[src/hw/dpmc_pkg.sv]
// package: constants, timing and carriers for the dual-port memory controller
package dpmc_pkg;

    // ***********************************************************
    // widths of the driven memory and of the bus address
    // ***********************************************************
    localparam int ADDR_W = 4;
    localparam int DATA_W = 8;
    localparam int BUS_AW = 5;

    // ***********************************************************
    // register byte offsets
    // ***********************************************************
    localparam logic [BUS_AW-1:0] OFS_CTRL   = 5'h00;
    localparam logic [BUS_AW-1:0] OFS_ADDR   = 5'h04;
    localparam logic [BUS_AW-1:0] OFS_WDATA  = 5'h08;
    localparam logic [BUS_AW-1:0] OFS_STATUS = 5'h0C;
    localparam logic [BUS_AW-1:0] OFS_RDATA  = 5'h10;

    // ***********************************************************
    // field positions
    // ***********************************************************
    localparam int CTRL_WRITE_BIT = 0;
    localparam int CTRL_READ_BIT  = 1;
    localparam int CTRL_SELA_BIT  = 2;
    localparam int CTRL_SELB_BIT  = 3;
    localparam int PORTB_LSB      = 16;
    localparam int STAT_BUSY_BIT  = 0;

    // ***********************************************************
    // values after reset
    // ***********************************************************
    localparam logic [1:0]  SEL_RESET  = 2'h0;
    localparam logic [31:0] WORD_ZERO  = 32'h0000_0000;

    // ***********************************************************
    // timing, in ns, and cycle counts at the clock rate
    // ***********************************************************
    localparam int CLK_MHZ        = 20;
    localparam int T_ADDR_SETUP   = 15;
    localparam int T_ADDR_HOLD    = 5;
    localparam int T_DATA_HOLD    = 10;
    localparam int T_WE_PULSE     = 45;
    localparam int T_ACCESS       = 40;
    localparam int SYNC_DEPTH     = 3;

    // least time rounded up to whole cycles, never below one
    function automatic int cyclesMin(input int ns);
        int c;
        c = (ns * CLK_MHZ + 999) / 1000;
        return (c < 1) ? 1 : c;
    endfunction

    localparam int SETUP_CYC  = cyclesMin(T_ADDR_SETUP);
    localparam int PULSE_CYC  = cyclesMin(T_WE_PULSE);
    localparam int HOLD_CYC   = (cyclesMin(T_ADDR_HOLD) > cyclesMin(T_DATA_HOLD)) ?
                                cyclesMin(T_ADDR_HOLD) : cyclesMin(T_DATA_HOLD);
    localparam int ACCESS_CYC = cyclesMin(T_ACCESS) + SYNC_DEPTH;
    localparam int CNT_W      = 4;

    // ***********************************************************
    // carriers
    // ***********************************************************
    typedef struct packed {
        logic [ADDR_W-1:0] addrA;
        logic [ADDR_W-1:0] addrB;
        logic [DATA_W-1:0] dataIn;
        logic              weHigh;
        logic              weLow_n;
        logic              selA_n;
        logic              selB_n;
    } dpmc_pins_s;

    typedef struct packed {
        logic [DATA_W-1:0] outA;
        logic [DATA_W-1:0] outB;
    } dpmc_outs_s;

    typedef struct packed {
        logic [BUS_AW-1:0] address;
        logic              read;
        logic              write;
        logic [31:0]       writedata;
    } dpmc_avreq_s;

    typedef enum logic [2:0] {
        ST_IDLE  = 3'h0,
        ST_SETUP = 3'h1,
        ST_PULSE = 3'h3,
        ST_HOLD  = 3'h2,
        ST_WAIT  = 3'h6
    } dpmc_state_e;

endpackage

[src/hw/dpmc_ctrl.sv]
// controller that drives a dual-port memory through its pins, ordered over avalon-mm
//
// Implementation choices: the register addresses and the Avalon-MM register port.
module dpmc_ctrl #(
    parameter int AW = dpmc_pkg::ADDR_W,
    parameter int DW = dpmc_pkg::DATA_W
) (
    // clock and reset
    input  wire logic                clock,
    input  wire logic                rst_n,
    // avalon-mm slave
    input  wire dpmc_pkg::dpmc_avreq_s avReq,
    output logic [31:0]              avReaddata,
    output logic                     avWaitrequest,
    // memory pins
    output dpmc_pkg::dpmc_pins_s     memPins,
    input  wire dpmc_pkg::dpmc_outs_s memOuts
);

    // ***********************************************************
    // state
    // ***********************************************************
    dpmc_pkg::dpmc_pins_s  pins_r,   pins_nxt;
    dpmc_pkg::dpmc_state_e state_r,  state_nxt;
    logic [dpmc_pkg::CNT_W-1:0] cnt_r, cnt_nxt;
    logic [AW-1:0]         addrA_r,  addrA_nxt;
    logic [AW-1:0]         addrB_r,  addrB_nxt;
    logic [DW-1:0]         wdata_r,  wdata_nxt;
    logic [1:0]            sel_r,    sel_nxt;
    logic [DW-1:0]         rdA_r,    rdA_nxt;
    logic [DW-1:0]         rdB_r,    rdB_nxt;
    logic                  isRead_r, isRead_nxt;
    logic [31:0]           rdata_r,  rdata_nxt;
    logic                  wait_r,   wait_nxt;

    // input synchroniser, three stages per bit
    dpmc_pkg::dpmc_outs_s  sync1_r, sync2_r, sync3_r, stable_r, stable_nxt;

    logic                  busy;
    logic                  accept;
    // control write accepted while idle; it starts an operation only if a start bit is set
    logic                  ctrlStart;

    // ***********************************************************
    // helpers
    // ***********************************************************
    function automatic logic [dpmc_pkg::CNT_W-1:0] toCnt(input int n);
        return dpmc_pkg::CNT_W'(n - 1);
    endfunction

    function automatic logic [31:0] packPorts(input logic [DW-1:0] a, input logic [DW-1:0] b);
        logic [31:0] w;
        w = dpmc_pkg::WORD_ZERO;
        w[DW-1:0] = a;
        w[dpmc_pkg::PORTB_LSB +: DW] = b;
        return w;
    endfunction

    assign busy   = (state_r != dpmc_pkg::ST_IDLE);
    assign accept = (avReq.read || avReq.write) && !wait_r;
    // a start that lands while busy is dropped with the rest of the write
    assign ctrlStart = accept && avReq.write && !busy && (avReq.address == dpmc_pkg::OFS_CTRL);

    // ***********************************************************
    // synchroniser: a change counts once stages two and three agree
    // ***********************************************************
    // a pin change shows in stable_nxt three edges after it, and in stable_r one edge later
    always_comb begin
        stable_nxt = stable_r;
        if (sync2_r == sync3_r) begin
            stable_nxt = sync3_r;
        end
    end

    always_ff @(posedge clock or negedge rst_n) begin
        if (!rst_n) begin
            sync1_r  <= '0;
            sync2_r  <= '0;
            sync3_r  <= '0;
            stable_r <= '0;
        end else begin
            sync1_r  <= memOuts;
            sync2_r  <= sync1_r;
            sync3_r  <= sync2_r;
            stable_r <= stable_nxt;
        end
    end

    // ***********************************************************
    // bus answer
    // ***********************************************************
    // one wait cycle per access keeps readdata registered, at the cost of two cycles per access;
    // readdata is decoded a cycle ahead from the registers as they stand
    always_comb begin
        rdata_nxt = rdata_r;
        wait_nxt  = 1'b1;
        if ((avReq.read || avReq.write) && wait_r) begin
            wait_nxt = 1'b0;
            if (avReq.address == dpmc_pkg::OFS_CTRL) begin
                rdata_nxt = dpmc_pkg::WORD_ZERO;
                rdata_nxt[dpmc_pkg::CTRL_SELA_BIT] = sel_r[0];
                rdata_nxt[dpmc_pkg::CTRL_SELB_BIT] = sel_r[1];
            end else if (avReq.address == dpmc_pkg::OFS_ADDR) begin
                rdata_nxt = dpmc_pkg::WORD_ZERO;
                rdata_nxt[AW-1:0] = addrA_r;
                rdata_nxt[dpmc_pkg::PORTB_LSB +: AW] = addrB_r;
            end else if (avReq.address == dpmc_pkg::OFS_WDATA) begin
                rdata_nxt = dpmc_pkg::WORD_ZERO;
                rdata_nxt[DW-1:0] = wdata_r;
            end else if (avReq.address == dpmc_pkg::OFS_STATUS) begin
                rdata_nxt = dpmc_pkg::WORD_ZERO;
                rdata_nxt[dpmc_pkg::STAT_BUSY_BIT] = busy;
            end else if (avReq.address == dpmc_pkg::OFS_RDATA) begin
                rdata_nxt = packPorts(rdA_r, rdB_r);
            end else begin
                rdata_nxt = dpmc_pkg::WORD_ZERO;
            end
        end
    end

    // readdata stands from its answer until the next one
    always_ff @(posedge clock or negedge rst_n) begin
        if (!rst_n) begin
            rdata_r <= dpmc_pkg::WORD_ZERO;
            wait_r  <= 1'b1;
        end else begin
            rdata_r <= rdata_nxt;
            wait_r  <= wait_nxt;
        end
    end

    // ***********************************************************
    // order registers
    // ***********************************************************
    // writes take effect at the edge where waitrequest is low;
    // while busy they are dropped so the pins keep address and data through the operation
    always_comb begin
        addrA_nxt = addrA_r;
        addrB_nxt = addrB_r;
        wdata_nxt = wdata_r;
        sel_nxt   = sel_r;
        if (accept && avReq.write && !busy) begin
            if (avReq.address == dpmc_pkg::OFS_CTRL) begin
                // start bits are strobes; only the selects are kept
                sel_nxt = {avReq.writedata[dpmc_pkg::CTRL_SELB_BIT], avReq.writedata[dpmc_pkg::CTRL_SELA_BIT]};
            end else if (avReq.address == dpmc_pkg::OFS_ADDR) begin
                addrA_nxt = avReq.writedata[AW-1:0];
                addrB_nxt = avReq.writedata[dpmc_pkg::PORTB_LSB +: AW];
            end else if (avReq.address == dpmc_pkg::OFS_WDATA) begin
                wdata_nxt = avReq.writedata[DW-1:0];
            end
        end
    end

    always_ff @(posedge clock or negedge rst_n) begin
        if (!rst_n) begin
            addrA_r <= '0;
            addrB_r <= '0;
            wdata_r <= '0;
            sel_r   <= dpmc_pkg::SEL_RESET;
        end else begin
            addrA_r <= addrA_nxt;
            addrB_r <= addrB_nxt;
            wdata_r <= wdata_nxt;
            sel_r   <= sel_nxt;
        end
    end

    // ***********************************************************
    // pin sequencer
    // ***********************************************************
    always_comb begin
        state_nxt  = state_r;
        cnt_nxt    = cnt_r;
        rdA_nxt    = rdA_r;
        rdB_nxt    = rdB_r;
        isRead_nxt = isRead_r;
        pins_nxt   = pins_r;

        // a control write while idle with a start bit set starts one operation; write wins when both start bits are set
        if (ctrlStart) begin
            if (avReq.writedata[dpmc_pkg::CTRL_WRITE_BIT]) begin
                state_nxt  = dpmc_pkg::ST_SETUP;
                cnt_nxt    = toCnt(dpmc_pkg::SETUP_CYC);
                isRead_nxt = 1'b0;
            end else if (avReq.writedata[dpmc_pkg::CTRL_READ_BIT]) begin
                state_nxt  = dpmc_pkg::ST_WAIT;
                cnt_nxt    = toCnt(dpmc_pkg::ACCESS_CYC);
                isRead_nxt = 1'b1;
            end
        end

        // pins follow the sequencer; addresses only change while idle
        // selects move only with a control write while idle: they only gate the outputs, never the stored words
        pins_nxt.selA_n = !sel_nxt[0];
        pins_nxt.selB_n = !sel_nxt[1];
        if (!busy) begin
            pins_nxt.addrA  = addrA_nxt;
            pins_nxt.addrB  = addrB_nxt;
            pins_nxt.dataIn = wdata_nxt;
        end

        case (state_r)
            dpmc_pkg::ST_IDLE: begin
                // both enables parked at their inactive levels between operations
                pins_nxt.weHigh  = 1'b0;
                pins_nxt.weLow_n = 1'b1;
            end
            dpmc_pkg::ST_SETUP: begin
                // address and data stood one or more cycles before the pulse
                if (cnt_r == '0) begin
                    state_nxt        = dpmc_pkg::ST_PULSE;
                    cnt_nxt          = toCnt(dpmc_pkg::PULSE_CYC);
                    pins_nxt.weHigh  = 1'b1;
                    pins_nxt.weLow_n = 1'b0;
                end else begin
                    cnt_nxt = cnt_r - 1'b1;
                end
            end
            dpmc_pkg::ST_PULSE: begin
                if (cnt_r == '0) begin
                    state_nxt        = dpmc_pkg::ST_HOLD;
                    cnt_nxt          = toCnt(dpmc_pkg::HOLD_CYC);
                    pins_nxt.weHigh  = 1'b0;
                    pins_nxt.weLow_n = 1'b1;
                end else begin
                    cnt_nxt = cnt_r - 1'b1;
                end
            end
            dpmc_pkg::ST_HOLD: begin
                // address and data held past the end of the pulse
                if (cnt_r == '0) begin
                    state_nxt = dpmc_pkg::ST_IDLE;
                end else begin
                    cnt_nxt = cnt_r - 1'b1;
                end
            end
            dpmc_pkg::ST_WAIT: begin
                // access time plus synchroniser latency before capture
                if (cnt_r == '0) begin
                    state_nxt = dpmc_pkg::ST_IDLE;
                    if (isRead_r) begin
                        // take the value entering stable_r at this edge: stable_r itself is one edge
                        // behind and would still show the words from before the selects moved
                        rdA_nxt = stable_nxt.outA;
                        rdB_nxt = stable_nxt.outB;
                    end
                end else begin
                    cnt_nxt = cnt_r - 1'b1;
                end
            end
            default: begin
                state_nxt        = dpmc_pkg::ST_IDLE;
                pins_nxt.weHigh  = 1'b0;
                pins_nxt.weLow_n = 1'b1;
            end
        endcase
    end

    always_ff @(posedge clock or negedge rst_n) begin
        if (!rst_n) begin
            // pins leave reset parked: enables inactive, both ports deselected
            state_r  <= dpmc_pkg::ST_IDLE;
            cnt_r    <= '0;
            rdA_r    <= '0;
            rdB_r    <= '0;
            isRead_r <= 1'b0;
            pins_r   <= '{addrA: '0, addrB: '0, dataIn: '0, weHigh: 1'b0, weLow_n: 1'b1,
                          selA_n: 1'b1, selB_n: 1'b1};
        end else begin
            state_r  <= state_nxt;
            cnt_r    <= cnt_nxt;
            rdA_r    <= rdA_nxt;
            rdB_r    <= rdB_nxt;
            isRead_r <= isRead_nxt;
            pins_r   <= pins_nxt;
        end
    end

    // ***********************************************************
    // outputs
    // ***********************************************************
    // memory-side behaviours (shared array, write-through to outputs) are relied on, not built
    assign memPins       = pins_r;
    assign avReaddata    = rdata_r;
    assign avWaitrequest = wait_r;

endmodule

[config.mk]
export PLATFORM = sky130hd
export DESIGN_NAME = dpmc_ctrl
export DESIGN_NICKNAME = d
export VERILOG_FILES = /design/src/hw/dpmc_pkg.sv /design/src/hw/dpmc_ctrl.sv
export SDC_FILE = /design/constraint.sdc
export NUM_CORES = 1
export LEC_CHECK = 0
export BUFFER_PORTS_ARGS = -buffer_cell sky130_fd_sc_hd__clkbuf_2
export CORE_ASPECT_RATIO = 1.2
export CORE_MARGIN = 5
export CORE_UTILIZATION = 45
export CTS_BUF_LIST = sky130_fd_sc_hd__clkbuf_16
export DETAILED_ROUTE_END_ITERATION = 8
export PLACE_DENSITY_LB_ADDON = 0.12
export RECOVER_POWER = 50
export SYNTH_ARGS = -nofsm -noshare
export SYNTH_HDL_FRONTEND = slang
export SYNTH_SLANG_ARGS = --single-unit
[constraint.sdc]
create_clock -name clock -period 2.8 [get_ports clock]
set_clock_uncertainty 0.1 [all_clocks]
set_input_delay 0.14 -clock clock [delete_from_list [all_inputs] [get_ports clock]]
set_output_delay 0.14 -clock clock [all_outputs]
set_load 0.01 [all_outputs]
-- After elaboration in Yosys (flattened, before gate mapping)
Cells that the tools add are included.
Widths: inputs -> output; s select.
- bits in registers: 159
- input bits: 57
- output and inout bits: 53
- logic and storage cells: 96
- add/sub/neg operators: 1
- equality and inequality tests: 11
- multiplexer cells: 37
- bitwise gates (word level): 1
- reduce and logical (&&, ||, !) cells: 20
- operator list (cell ; number):
    $mux 24 ; 5
    $mux 4 ; 11
    $mux 8 ; 4
    $mux 3 ; 6
    $eq 16x16->1 ; 1
    $mux 16 ; 1
    $pmux 3 s4 ; 1
    $eq 5x4->1 const B ; 2
    $mux 2 ; 4
    $pmux 4 s2 ; 1
    $eq 3x2->1 const B ; 2
    $pmux 2 s3 ; 1
    $reduce_and 3->1 ; 2
    $eq 5x3->1 const B ; 1
    $eq 5x5->1 const B ; 1
    $logic_and 1x1->1 ; 5
    $logic_not 5->1 ; 1
    $logic_not 1->1 ; 4
    $logic_not 4->1 ; 1
    $ne 2x2->1 const B ; 2
    $reduce_or 2->1 ; 2
    $sub 4x1->4 const B ; 1
    $eq 3x1->1 const B ; 1
    $eq 3x3->1 const B ; 1
    other kinds (7) ; 9

-- Depth between registers and ports, before layout
Gate-level depths: netlist of the first run.
- word-level depth: 8
- depth in mapped cells: 7
- gate-level depth less buffers: 6

-- Worst setup path before layout of the first run
Ideal clock, no wire load.
- kind: flip-flop to flip-flop
- from: reg state_r[2]
- to: reg pins_r, in the netlist memPins[11]
- library setup time: 125 ps
- data arrival time: 1870 ps
- setup slack: 705 ps
- cell stages (with the launch flop): 7
- buffers on the path: 1
- period minus slack after synthesis: 2095 ps
- path through: dfrtp_1 > clkbuf_1 > or3_1 > nor2_1 > nand2_4 > mux2_4 > mux2_2
- word-level cells in the longest chain between the ends: 4
- RTL lines (what ; RTL line ; text):
    start, declared ; dpmc_ctrl.sv:24 ; dpmc_pkg::dpmc_state_e state_r, state_nxt;
    start signal, assigned ; dpmc_ctrl.sv:263 ; state_r <= dpmc_pkg::ST_IDLE;
    start signal, assigned ; dpmc_ctrl.sv:271 ; state_r <= state_nxt;
    $reduce_bool 3->1 ; dpmc_ctrl.sv:59 ; assign busy = (state_r != dpmc_pkg::ST_IDLE);
    $logic_not 1->1 ; n/a ;
    $logic_and 1x1->1 ; dpmc_ctrl.sv:142 ; if (accept && avReq.write && !busy) begin
    $mux 8 ; dpmc_ctrl.sv:142 ;
    named net wdata_nxt[7] ; dpmc_ctrl.sv:28 ; logic [DW-1:0] wdata_r, wdata_nxt;
    end signal, assigned ; dpmc_ctrl.sv:268 ; pins_r <= '{addrA: '0, addrB: '0, dataIn: '0, weHigh: 1'b0, weLow_n: 1'b1,
    end signal, assigned ; dpmc_ctrl.sv:276 ; pins_r <= pins_nxt;
    end, declared ; dpmc_ctrl.sv:23 ; dpmc_pkg::dpmc_pins_s pins_r, pins_nxt;
The timed path passes the listed nets, and every way through them passes these cells.
A chain may end at the register's enable or synchronous reset.

-- Worst setup path after layout of the first run
- from: reg state_r[2]
- to: reg pins_r, in the netlist memPins[4]
The elaborated chain is that of the path after synthesis.

==> results of run 1 <==
==> logic make-up (layout without fill, tap and decap cells) <==
group	Yosys count	after routing	synth area share
flops	143	143	0.668
mux	66	66	0.139
simple gates	64	64	0.0662
compound gates	55	55	0.0641
buf+inv	31	146	0.0340
xor+xnor	16	16	0.0261
fa+ha+maj	1	1	0.00233
other cells	1	16	0.000699
==> what timing repair did <==
| action | CTS | global route |
|---|---|---|
| resized for setup | 0 | 0 |
| hold endpoints to repair | 93 | 1 |
| hold buffers | 28 | 1 |
==> how the worst min path moves through the flow <==
stage                    from                        end
floorplan               rst_n       addrA_r[0]$_DFF_PN0_
global placement        rst_n       sync3_r[8]$_DFF_PN0_
detailed placement      rst_n       sync1_r[8]$_DFF_PN0_
CTS                  avReq[0]       addrA_r[0]$_DFF_PN0_
global route        avReq[37]  avReaddata[0]$_DFFE_PN0P_
finish              avReq[37]  avReaddata[0]$_DFFE_PN0P_
==> cells in the final DEF (no fill, tap or decap), drive strengths merged, types with 2 or more instances in the layout <==
cell type,Yosys,layout
bufinv,0,4
nand4,2,2
a22oi,8,8
dfrtp,139,139
or3,2,2
a21oi,9,9
mux2,64,64
dlygate4sd3,0,29
nor2b,2,2
nor3b,2,2
nand2b,3,3
nor4,5,5
o21a,2,2
a221oi,3,3
o2111ai,2,2
buf,19,7
mux2i,2,2
inv,4,5
a22o,3,3
nand2,27,27
o21ai,23,23
nor3,2,2
clkinv,0,9
nor2,13,13
clkbuf,8,91
dfstp,4,4
conb,1,16
and2,3,3
xor2,16,16
==> flip-flops by register name (all words and copies together), names as in the netlist <==
register and flops:
sel_r 2, rdA_r 8, state_r 3, sync2_r 16
rdB_r 8, addrA_r 4, stable_r 16, addrB_r 4
isRead_r 1, wdata_r 8, memPins 20, avWaitrequest 1
sync1_r 16, sync3_r 16, avReaddata 16, cnt_r 4
==> power by group through the flow <==
stage / clock network [mW] / logic, mW / registers, mW
3_5_place_dp: 0 / 0.639 / 2.44
3_3_place_gp: 0 / 0.623 / 2.43
2_1_floorplan: 0 / 0.376 / 2.43
6_report: 2.28 / 0.645 / 2.40
5_1_grt: 2.43 / 0.720 / 2.42
4_1_cts: 2.32 / 0.671 / 2.40
==> layout make-up <==
cell class	instances	area [um^2]
clock buffer	17	425
timing repair buffer	110	706
clock inverter	15	176
inverter	4	15.0
multi-input combinational	218	1670
sequential	143	3580
tap	157	196
fill	984	4850
==> through the flow <==
| step | cell area (um^2) | setup WS (ns) | power [mW] | utilization |
|---|---|---|---|---|
| after detailed placement | 5900 | 0.537 | 3.08 | 0.508 |
| final | 6770 | 0.569 | 5.32 | 0.582 |
| after CTS | 6790 | 0.564 | 5.40 | 0.584 |
| after global routing | 6770 | 0.447 | 5.57 | 0.582 |
| after global placement | 5900 | 0.569 | 3.05 | 0.508 |
| after floorplan | 5420 | 0.705 | 2.81 | - |
==> critical path: stages, from the launching register on <==
cell     delay [ns]
dfrtp_1        0.46
or3_1          0.44
nor2_1         0.33
nand2_4        0.17
mux2_2         0.35
mux2_2         0.27
==> routing by layer <==
metal | track usage | up-vias | wire length (um)
li1 | - | 1525 | -
met1 | 0.198 | 1626 | 4440
met2 | 0.273 | 69 | 5490
met3 | 0.0518 | 11 | 449
met4 | 0.0616 | 0 | 171
met5 | 0 | - | 0
==> out/qor.yml, run 1 <==
worstPathArrival_ns: 2.42
grt_pass1_wl_um: 17300
ys_top_cells_by_count: "dfrtp_1 (139), mux2_2 (63), nand2_1 (25)"
gp_congestion: 0.808
pwr-share-clk: 0.428
cts_buffers: 17
core_area_um2: 11600
maxCapViolCount: 0
ios: 110
peakVddDrop_uv: 422
clk_latency_ns: 0.41
post_cts_buffers: 0
status: "finished clean"
grt_max_degree: 62
worstRegToRegCells: 5
synth_seq_cells: 143
dieArea_um2: 14200
synthCells: 377
r2r-start: "state_r[2]$_DFF_PN0_"
whs_ns: 0.107
viasPerCell: 4.87
relSlewSlack: 0.0147
place_inst: 603
track_usage: 0.164
p_comb_frac: 0.121
cts_tree: "yes"
cts_root_buffer: "clkbuf_16"
period_share: 0.797
drc: 0
critical_path_class: "reg -> reg"
synth_cell_type_count: 40
synth.most_common_cell: "dfrtp_1"
fmax_mhz: 448
p_sw_mw: 1.30
r2r_slack_ns: 0.57
leakage_nw: 3.31
synth-edff-count: 0
worst_slew_pin_slew_ns: 1.48
grt_pass1_vias: 3474
period_minus_slack_ns: 2.23
io_buffers: 73
power_frac_seq: 0.451
antenna_found_initial: 0
finalHoldViolCount: 0
critPathRequiredTime_ns: 2.99
num_vias: 3231
hpwlAfterDp_um: 7170
worstPathMaxFanout: 8
swShare: 0.243
async_flop_share: 1.00
rsz0062_at_grt: "false"
startpoint: "state_r[2]$_DFF_PN0_"
wire_per_inst_um: 15.9
ys_top_cells_by_area: "dfrtp_1 (65%), mux2_2 (13%), xor2_1 (2.6%)"
hp-class: "in -> reg"
syn-cell-area_um2: 5370
die_w_um: 110
end_kind: "flop"
drive_gt1_frac: 0.335
clk_pin_slew_ns: 0.05
holdPathStages: 4
layout.nets: 552
ys.flop_type: "dfrtp_1"
power_density_nw_per_um2: 787
avgSynthCellArea_um2: 14.2
p_int_mw: 4.03
grt-ovfl-total: 0
chipHeight_um: 130
yosysTopAreaCell: "dfrtp_1"
tns_ns: 0
setup-violations-final: 0
yosys_warnings: 0
area_growth_pct: 26.1
synth_top_area_share: 0.648
rows: 43
crit_end: "memPins[4]$_DFFE_PN0P_"
drtIter0Drc: 130
worstReg2RegEnd: "memPins[4]$_DFFE_PN0P_"
cts.sinks: 143
final_cells: 664
routed_wl_um: 10600
htreeDepth: 4
start_util: 0.462
synth-seq-area-share: 0.668
clk_path_buf_depth: 2
diodes: 0
antenna_left: 0
drtPass1Iterations: 4
startpoint_type: "flop"
slew_violations: 0
Note: power is estimated with default switching activity, not from simulation.
==> run 2, diff against run 1 <==
==> constraint.sdc (replaced) <==
create_clock -name clock -period 1.8 [get_ports clock]
set_clock_uncertainty 0.1 [all_clocks]
set_input_delay 0.09 -clock clock [delete_from_list [all_inputs] [get_ports clock]]
set_output_delay 0.09 -clock clock [all_outputs]
set_load 0.01 [all_outputs]
==> run 2 against run 1 <==
The run now ends with negative setup slack left; worst hold slack worse by 0.038 ns; final cell count increased by 5.0%; final area rose by 5.3%; register-to-register slack worse by 0.86 ns; via count rose by 4.3%; non-clock buffer count grew 33; sequential cell count did not move; critical endpoint is now rdB_r[6]$_DFFE_PN0P_; largest cell class unchanged; largest power group unchanged.
==> out/qor.yml, run 2 (synthesized netlist as in run 1, its figures left out) <==
status: "finished with violations"
violations: "negative setup slack"
maxCapViolCount: 0
num_vias: 3369
antenna_found_initial: 0
area_growth_pct: 32.8
dieArea_um2: 14200
slowest_delay_ns: 0.39
htreeDepth: 4
antenna_left: 0
die_w_um: 110
final_area_um2: 7120
power_mw: 8.41
startpoint_type: "flop"
swShare: 0.252
r2r-start: "sync2_r[7]$_DFF_PN0_"
layout.nets: 585
cts_root_buffer: "clkbuf_16"
gp_congestion: 0.831
power_density_nw_per_um2: 1180
grt_max_degree: 54
hp-class: "in -> reg"
slew_violations: 0
pwr-share-clk: 0.415
io_buffers: 73
cts.sinks: 143
hpwlAfterDp_um: 7570
p_comb_frac: 0.143
rsz0062_at_grt: "true"
largest_register_ffs: 20
worst_slew_pin_slew_ns: 0.827
clk_path_buf_depth: 2
finalWorstSetupSlack_ns: -0.288
tns_ns: -5.40
grt_pass1_wl_um: 18300
rows: 43
critPathRequiredTime_ns: 1.99
p_sw_mw: 2.12
finalHoldViolCount: 0
core_area_um2: 11600
start_util: 0.462
routed_wl_um: 11000
final_cells: 697
grt-ovfl-total: 0
final_common_cell: "dfrtp_1"
critical_path_class: "reg -> reg"
period_share: 1.16
clk_pin_slew_ns: 0.06
period_minus_slack_ns: 2.09
drtIter0Drc: 90
diodes: 0
final.fill_count: 957
cts_tree: "yes"
worst_path_max_delay_cell: "dfrtp_1"
drc: 0
power_frac_seq: 0.443
end_kind: "flop"
dpl_cell_area_um2: 6170
fmax_mhz: 479
ios: 110
track_usage: 0.172
chipHeight_um: 130
multi_input_area_um2: 1740
grt_pass1_vias: 3576
place_inst: 632
startpoint: "sync2_r[7]$_DFF_PN0_"
viasPerCell: 4.83
setup-violations-final: 48
seqCellArea_um2: 3580
drive_gt1_frac: 0.428
relSlewSlack: 0.449
worstPathArrival_ns: 2.28
p_int_mw: 6.29
min_from: "avReq[37]"
final_util: 0.613
final_cell_mix: "dfrtp_1 (139), clkbuf_2 (74), mux2_2 (62)"
peakVddDrop_uv: 769
worstPathMaxFanout: 8
path_cells: "xor2_1, nor4_1, nand4_1, buf_4, mux2_2, mux2_2"
cts_buffers: 17
wire_per_inst_um: 15.7
drtPass1Iterations: 4
crit_path_frequent_cell: "mux2_2"
clk_latency_ns: 0.41
leakage_nw: 3.54
[run 2: path summary, 6_finish.rpt]
path	endpoint	slack, ns	cells past startpoint
max	rdB_r[6]$_DFFE_PN0P_	-0.29	6
min	avReaddata[0]$_DFFE_PN0P_	0.07	4
max reg2reg	rdB_r[6]$_DFFE_PN0P_	-0.29	6
min reg2reg	sync2_r[4]$_DFF_PN0_	0.24	0
max in group asynchronous	memPins[2]$_DFFE_PN1P_	0.36	3
min in group asynchronous	sync1_r[8]$_DFF_PN0_	0.23	2
[run 2: worst max-delay path, delay by kind of cell (launching register included)]
kind                   cells  cell delay (ns)
flip-flops                 1             0.39
buffers and inverters      1             0.20
AND/OR/NAND/NOR            2             0.53
multiplexers               2             0.56
XOR/XNOR                   1             0.17
[run 2: stage by stage]
stage          hold WS, ns  setup WS [ns]
3_3_place_gp        -0.108         -0.255
5_1_grt             0.0793         -0.380
4_1_cts             0.0415         -0.334
3_5_place_dp        -0.103         -0.316
6_report            0.0685         -0.288
2_1_floorplan       -0.306         -0.247
[run 2: what timing repair did]
action | CTS | global route
resized for setup | 1 | 12
hold endpoints to repair | 187 | 0
endpoints found under the setup margin | 49 | 54
hold buffers | 31 | 0
pin swaps | 2 | 3
buffers inserted | 1 | 1
[run 2: layout make-up]
cell class                 count  share of cell area
clock inverter                15              0.0237
sequential                   143               0.503
clock buffer                  17              0.0597
multi-input combinational    218               0.245
timing repair buffer         143               0.139
inverter                       4             0.00211
tap                          157              0.0276
[run 2: power by group through the flow]
stage / registers [mW] / clock network, mW / logic [mW]
final: 3.72 / 3.49 / 1.20
after global routing: 3.76 / 3.72 / 1.33
after CTS: 3.73 / 3.57 / 1.18
after detailed placement: 3.78 / 0 / 1.12
after global placement: 3.77 / 0 / 1.11
after floorplan: 3.79 / 0 / 0.608
[run 2: per-layer routing]
layer	vias to the layer above	track usage	part of all wire
met5	-	0	0
met4	0	0.0558	0.011
met3	10	0.0518	0.044
met2	71	0.284	0.52
met1	1699	0.219	0.43
li1	1589	-	-
==> run 3, diff against run 2 <==
--- a/config.mk
+++ b/config.mk
@@ -9,8 +9,9 @@
 export CORE_ASPECT_RATIO = 1.2
 export CORE_MARGIN = 5
 export CORE_UTILIZATION = 45
-export CTS_BUF_LIST = sky130_fd_sc_hd__clkbuf_16
+export CTS_BUF_LIST = sky130_fd_sc_hd__clkbuf_8
 export DETAILED_ROUTE_END_ITERATION = 8
+export GPL_TIMING_DRIVEN = 0
 export PLACE_DENSITY_LB_ADDON = 0.12
 export RECOVER_POWER = 50
 export SYNTH_ARGS = -nofsm -noshare
==> run 3 against run 2 <==
The flow still finishes with violations (negative setup slack); worst hold slack worse by 0.061 ns; register-to-register slack got worse by 0.08 ns; largest power group unchanged; count of clock-buffer cells in the layout unchanged; combinational power rose by 6%; worst setup slack worse by 0.075 ns; non-clock buffer count increased by 4; largest cell class unchanged; via count increased by 0.59%; clock power fell by 25%.
==> out/qor.yml, run 3 (synthesized netlist as in run 1, its figures left out) <==
diodes: 0
peakVddDrop_uv: 744
worst_path_max_delay_cell: "dfrtp_1"
cts_root_buffer: "clkbuf_8"
min_from: "avReq[35]"
layout.nets: 589
routed_wl_um: 11200
final_cell_mix: "dfrtp_1 (136), clkbuf_2 (75), mux2_2 (58)"
area_growth_pct: 30.6
critical_path_class: "reg -> reg"
num_vias: 3389
wire_per_inst_um: 15.9
r2r_slack_ns: -0.36
end_kind: "flop"
largest_register_ffs: 20
holdPathStages: 4
cts_buffers: 17
track_usage: 0.171
clk_latency_ns: 0.43
drive_gt1_frac: 0.436
setup-violations-final: 50
antenna_found_initial: 0
whs_ns: 0.00758
antenna_left: 0
chipHeight_um: 130
relSlewSlack: 0.371
io_buffers: 73
grt-ovfl-total: 0
period_minus_slack_ns: 2.16
final_common_cell: "dfrtp_1"
grt_max_degree: 107
leakage_nw: 3.50
die_w_um: 110
critPathRequiredTime_ns: 2.02
ios: 110
violations: "negative setup slack"
finalWorstSetupSlack_ns: -0.364
period_share: 1.20
worstPathArrival_ns: 2.38
clk_path_buf_depth: 2
gp_congestion: 0.810
cts_tree: "yes"
worstPathMaxFanout: 5
fmax_mhz: 462
grt_pass1_wl_um: 18100
drtIter0Drc: 104
finalHoldViolCount: 0
cts.sinks: 143
worst_slew_pin_slew_ns: 0.943
worstRegToRegCells: 7
hpwlAfterDp_um: 7600
worst_hold_path.endpoint: "avReaddata[5]$_DFFE_PN0P_"
core_area_um2: 11600
rows: 43
cp_num_buf_inv: 2
rsz0062_at_grt: "true"
start_util: 0.462
hp-class: "in -> reg"
htreeDepth: 4
drtPass1Iterations: 6
maxCapViolCount: 0
viasPerCell: 4.83
crit_path_frequent_cell: "mux2_2"
tns_ns: -9.16
crit_family: "multiplexers"
status: "finished with violations"
worstReg2RegEnd: "rdB_r[0]$_DFFE_PN0P_"
slew_violations: 0
drc: 0
grt_pass1_vias: 3546
path_cells: "xor2_1, nor4_2, nand4_1, buf_4, buf_6, mux2_2, mux2_2"
startpoint_type: "flop"
slowest_delay_ns: 0.40
clk_pin_slew_ns: 0.09
dieArea_um2: 14200
power_density_nw_per_um2: 1090
r2r-start: "sync2_r[8]$_DFF_PN0_"
==> run 3: changes by cell type in the layout (fill, tap and decap cells not counted), sizes merged <==
cell	change
clkinv	-5
inv	+3
clkbuf	+4
clkinvlp	+2
==> run 3: metal layers <==
metal | GRT usage | share of wire
met5 | 0 | 0
met4 | 0.0668 | 0.022
met3 | 0.0448 | 0.056
met2 | 0.268 | 0.49
met1 | 0.227 | 0.43
==> run 3: worst max path at each step <==
| stage | start | to | slack [ns] | cells past startpoint |
|---|---|---|---|---|
| after floorplan | sync3_r[15]$_DFF_PN0_ | rdB_r[7]$_DFFE_PN0P_ | -0.25 | 6 |
| after global placement | rst_n | memPins[10]$_DFFE_PN0P_ | -1.76 | 1 |
| after CTS | sync2_r[13]$_DFF_PN0_ | rdB_r[1]$_DFFE_PN0P_ | -0.34 | 7 |
| final | sync2_r[8]$_DFF_PN0_ | rdB_r[0]$_DFFE_PN0P_ | -0.36 | 7 |
| after detailed placement | sync2_r[8]$_DFF_PN0_ | rdB_r[6]$_DFFE_PN0P_ | -0.75 | 6 |
| after global routing | sync2_r[8]$_DFF_PN0_ | rdA_r[1]$_DFFE_PN0P_ | -0.45 | 7 |
==> run 3: layout make-up <==
type / instances / area, um^2
fillers: 959 / 4610
flip-flops and latches: 143 / 3590
multi-input cells: 218 / 1770
repair buffers: 122 / 843
clock buffers: 17 / 234
well taps: 157 / 196
clock inverters: 15 / 185
plain buffers: 25 / 179
inverters: 4 / 15.0
==> run 3: metrics by stage <==
| step | setup WS, ns | utilization | cell area [um^2] | total power, mW | instances |
|---|---|---|---|---|---|
| 3_3_place_gp | -1.76 | 0.519 | 6030 | 4.80 | 622 |
| 4_1_cts | -0.343 | 0.602 | 6990 | 7.70 | 701 |
| 5_1_grt | -0.454 | 0.603 | 7010 | 7.99 | 701 |
| 3_5_place_dp | -0.752 | 0.522 | 6070 | 4.85 | 623 |
| 2_1_floorplan | -0.247 | - | 5470 | 4.39 | 392 |
| 6_report | -0.364 | 0.603 | 7010 | 7.62 | 701 |
==> run 3: worst register-to-register path, stage by stage, from the launching register on <==
cell,delay (ns)
dfrtp_1,0.40
xor2_1,0.17
nor4_2,0.39
nand4_1,0.14
buf_4,0.18
buf_6,0.13
mux2_2,0.29
mux2_2,0.26
==> run 3: repair_timing <==
action,in CTS,in global routing
endpoints found under the hold margin,192,0
setup endpoints to repair,66,61
setup buffers,16,0
resized for setup,21,7
hold buffers,31,0
cloned,1,0
pin swaps,9,6
==> run 3: where the power goes <==
| part | internal (mW) | total [mW] | switching, mW |
|---|---|---|---|
| Sequential | 3.52 | 3.72 | 0.203 |
| Clock | 1.39 | 2.63 | 1.24 |
| Combinational | 0.618 | 1.27 | 0.648 |
| Total | 5.53 | 7.62 | 2.10 |
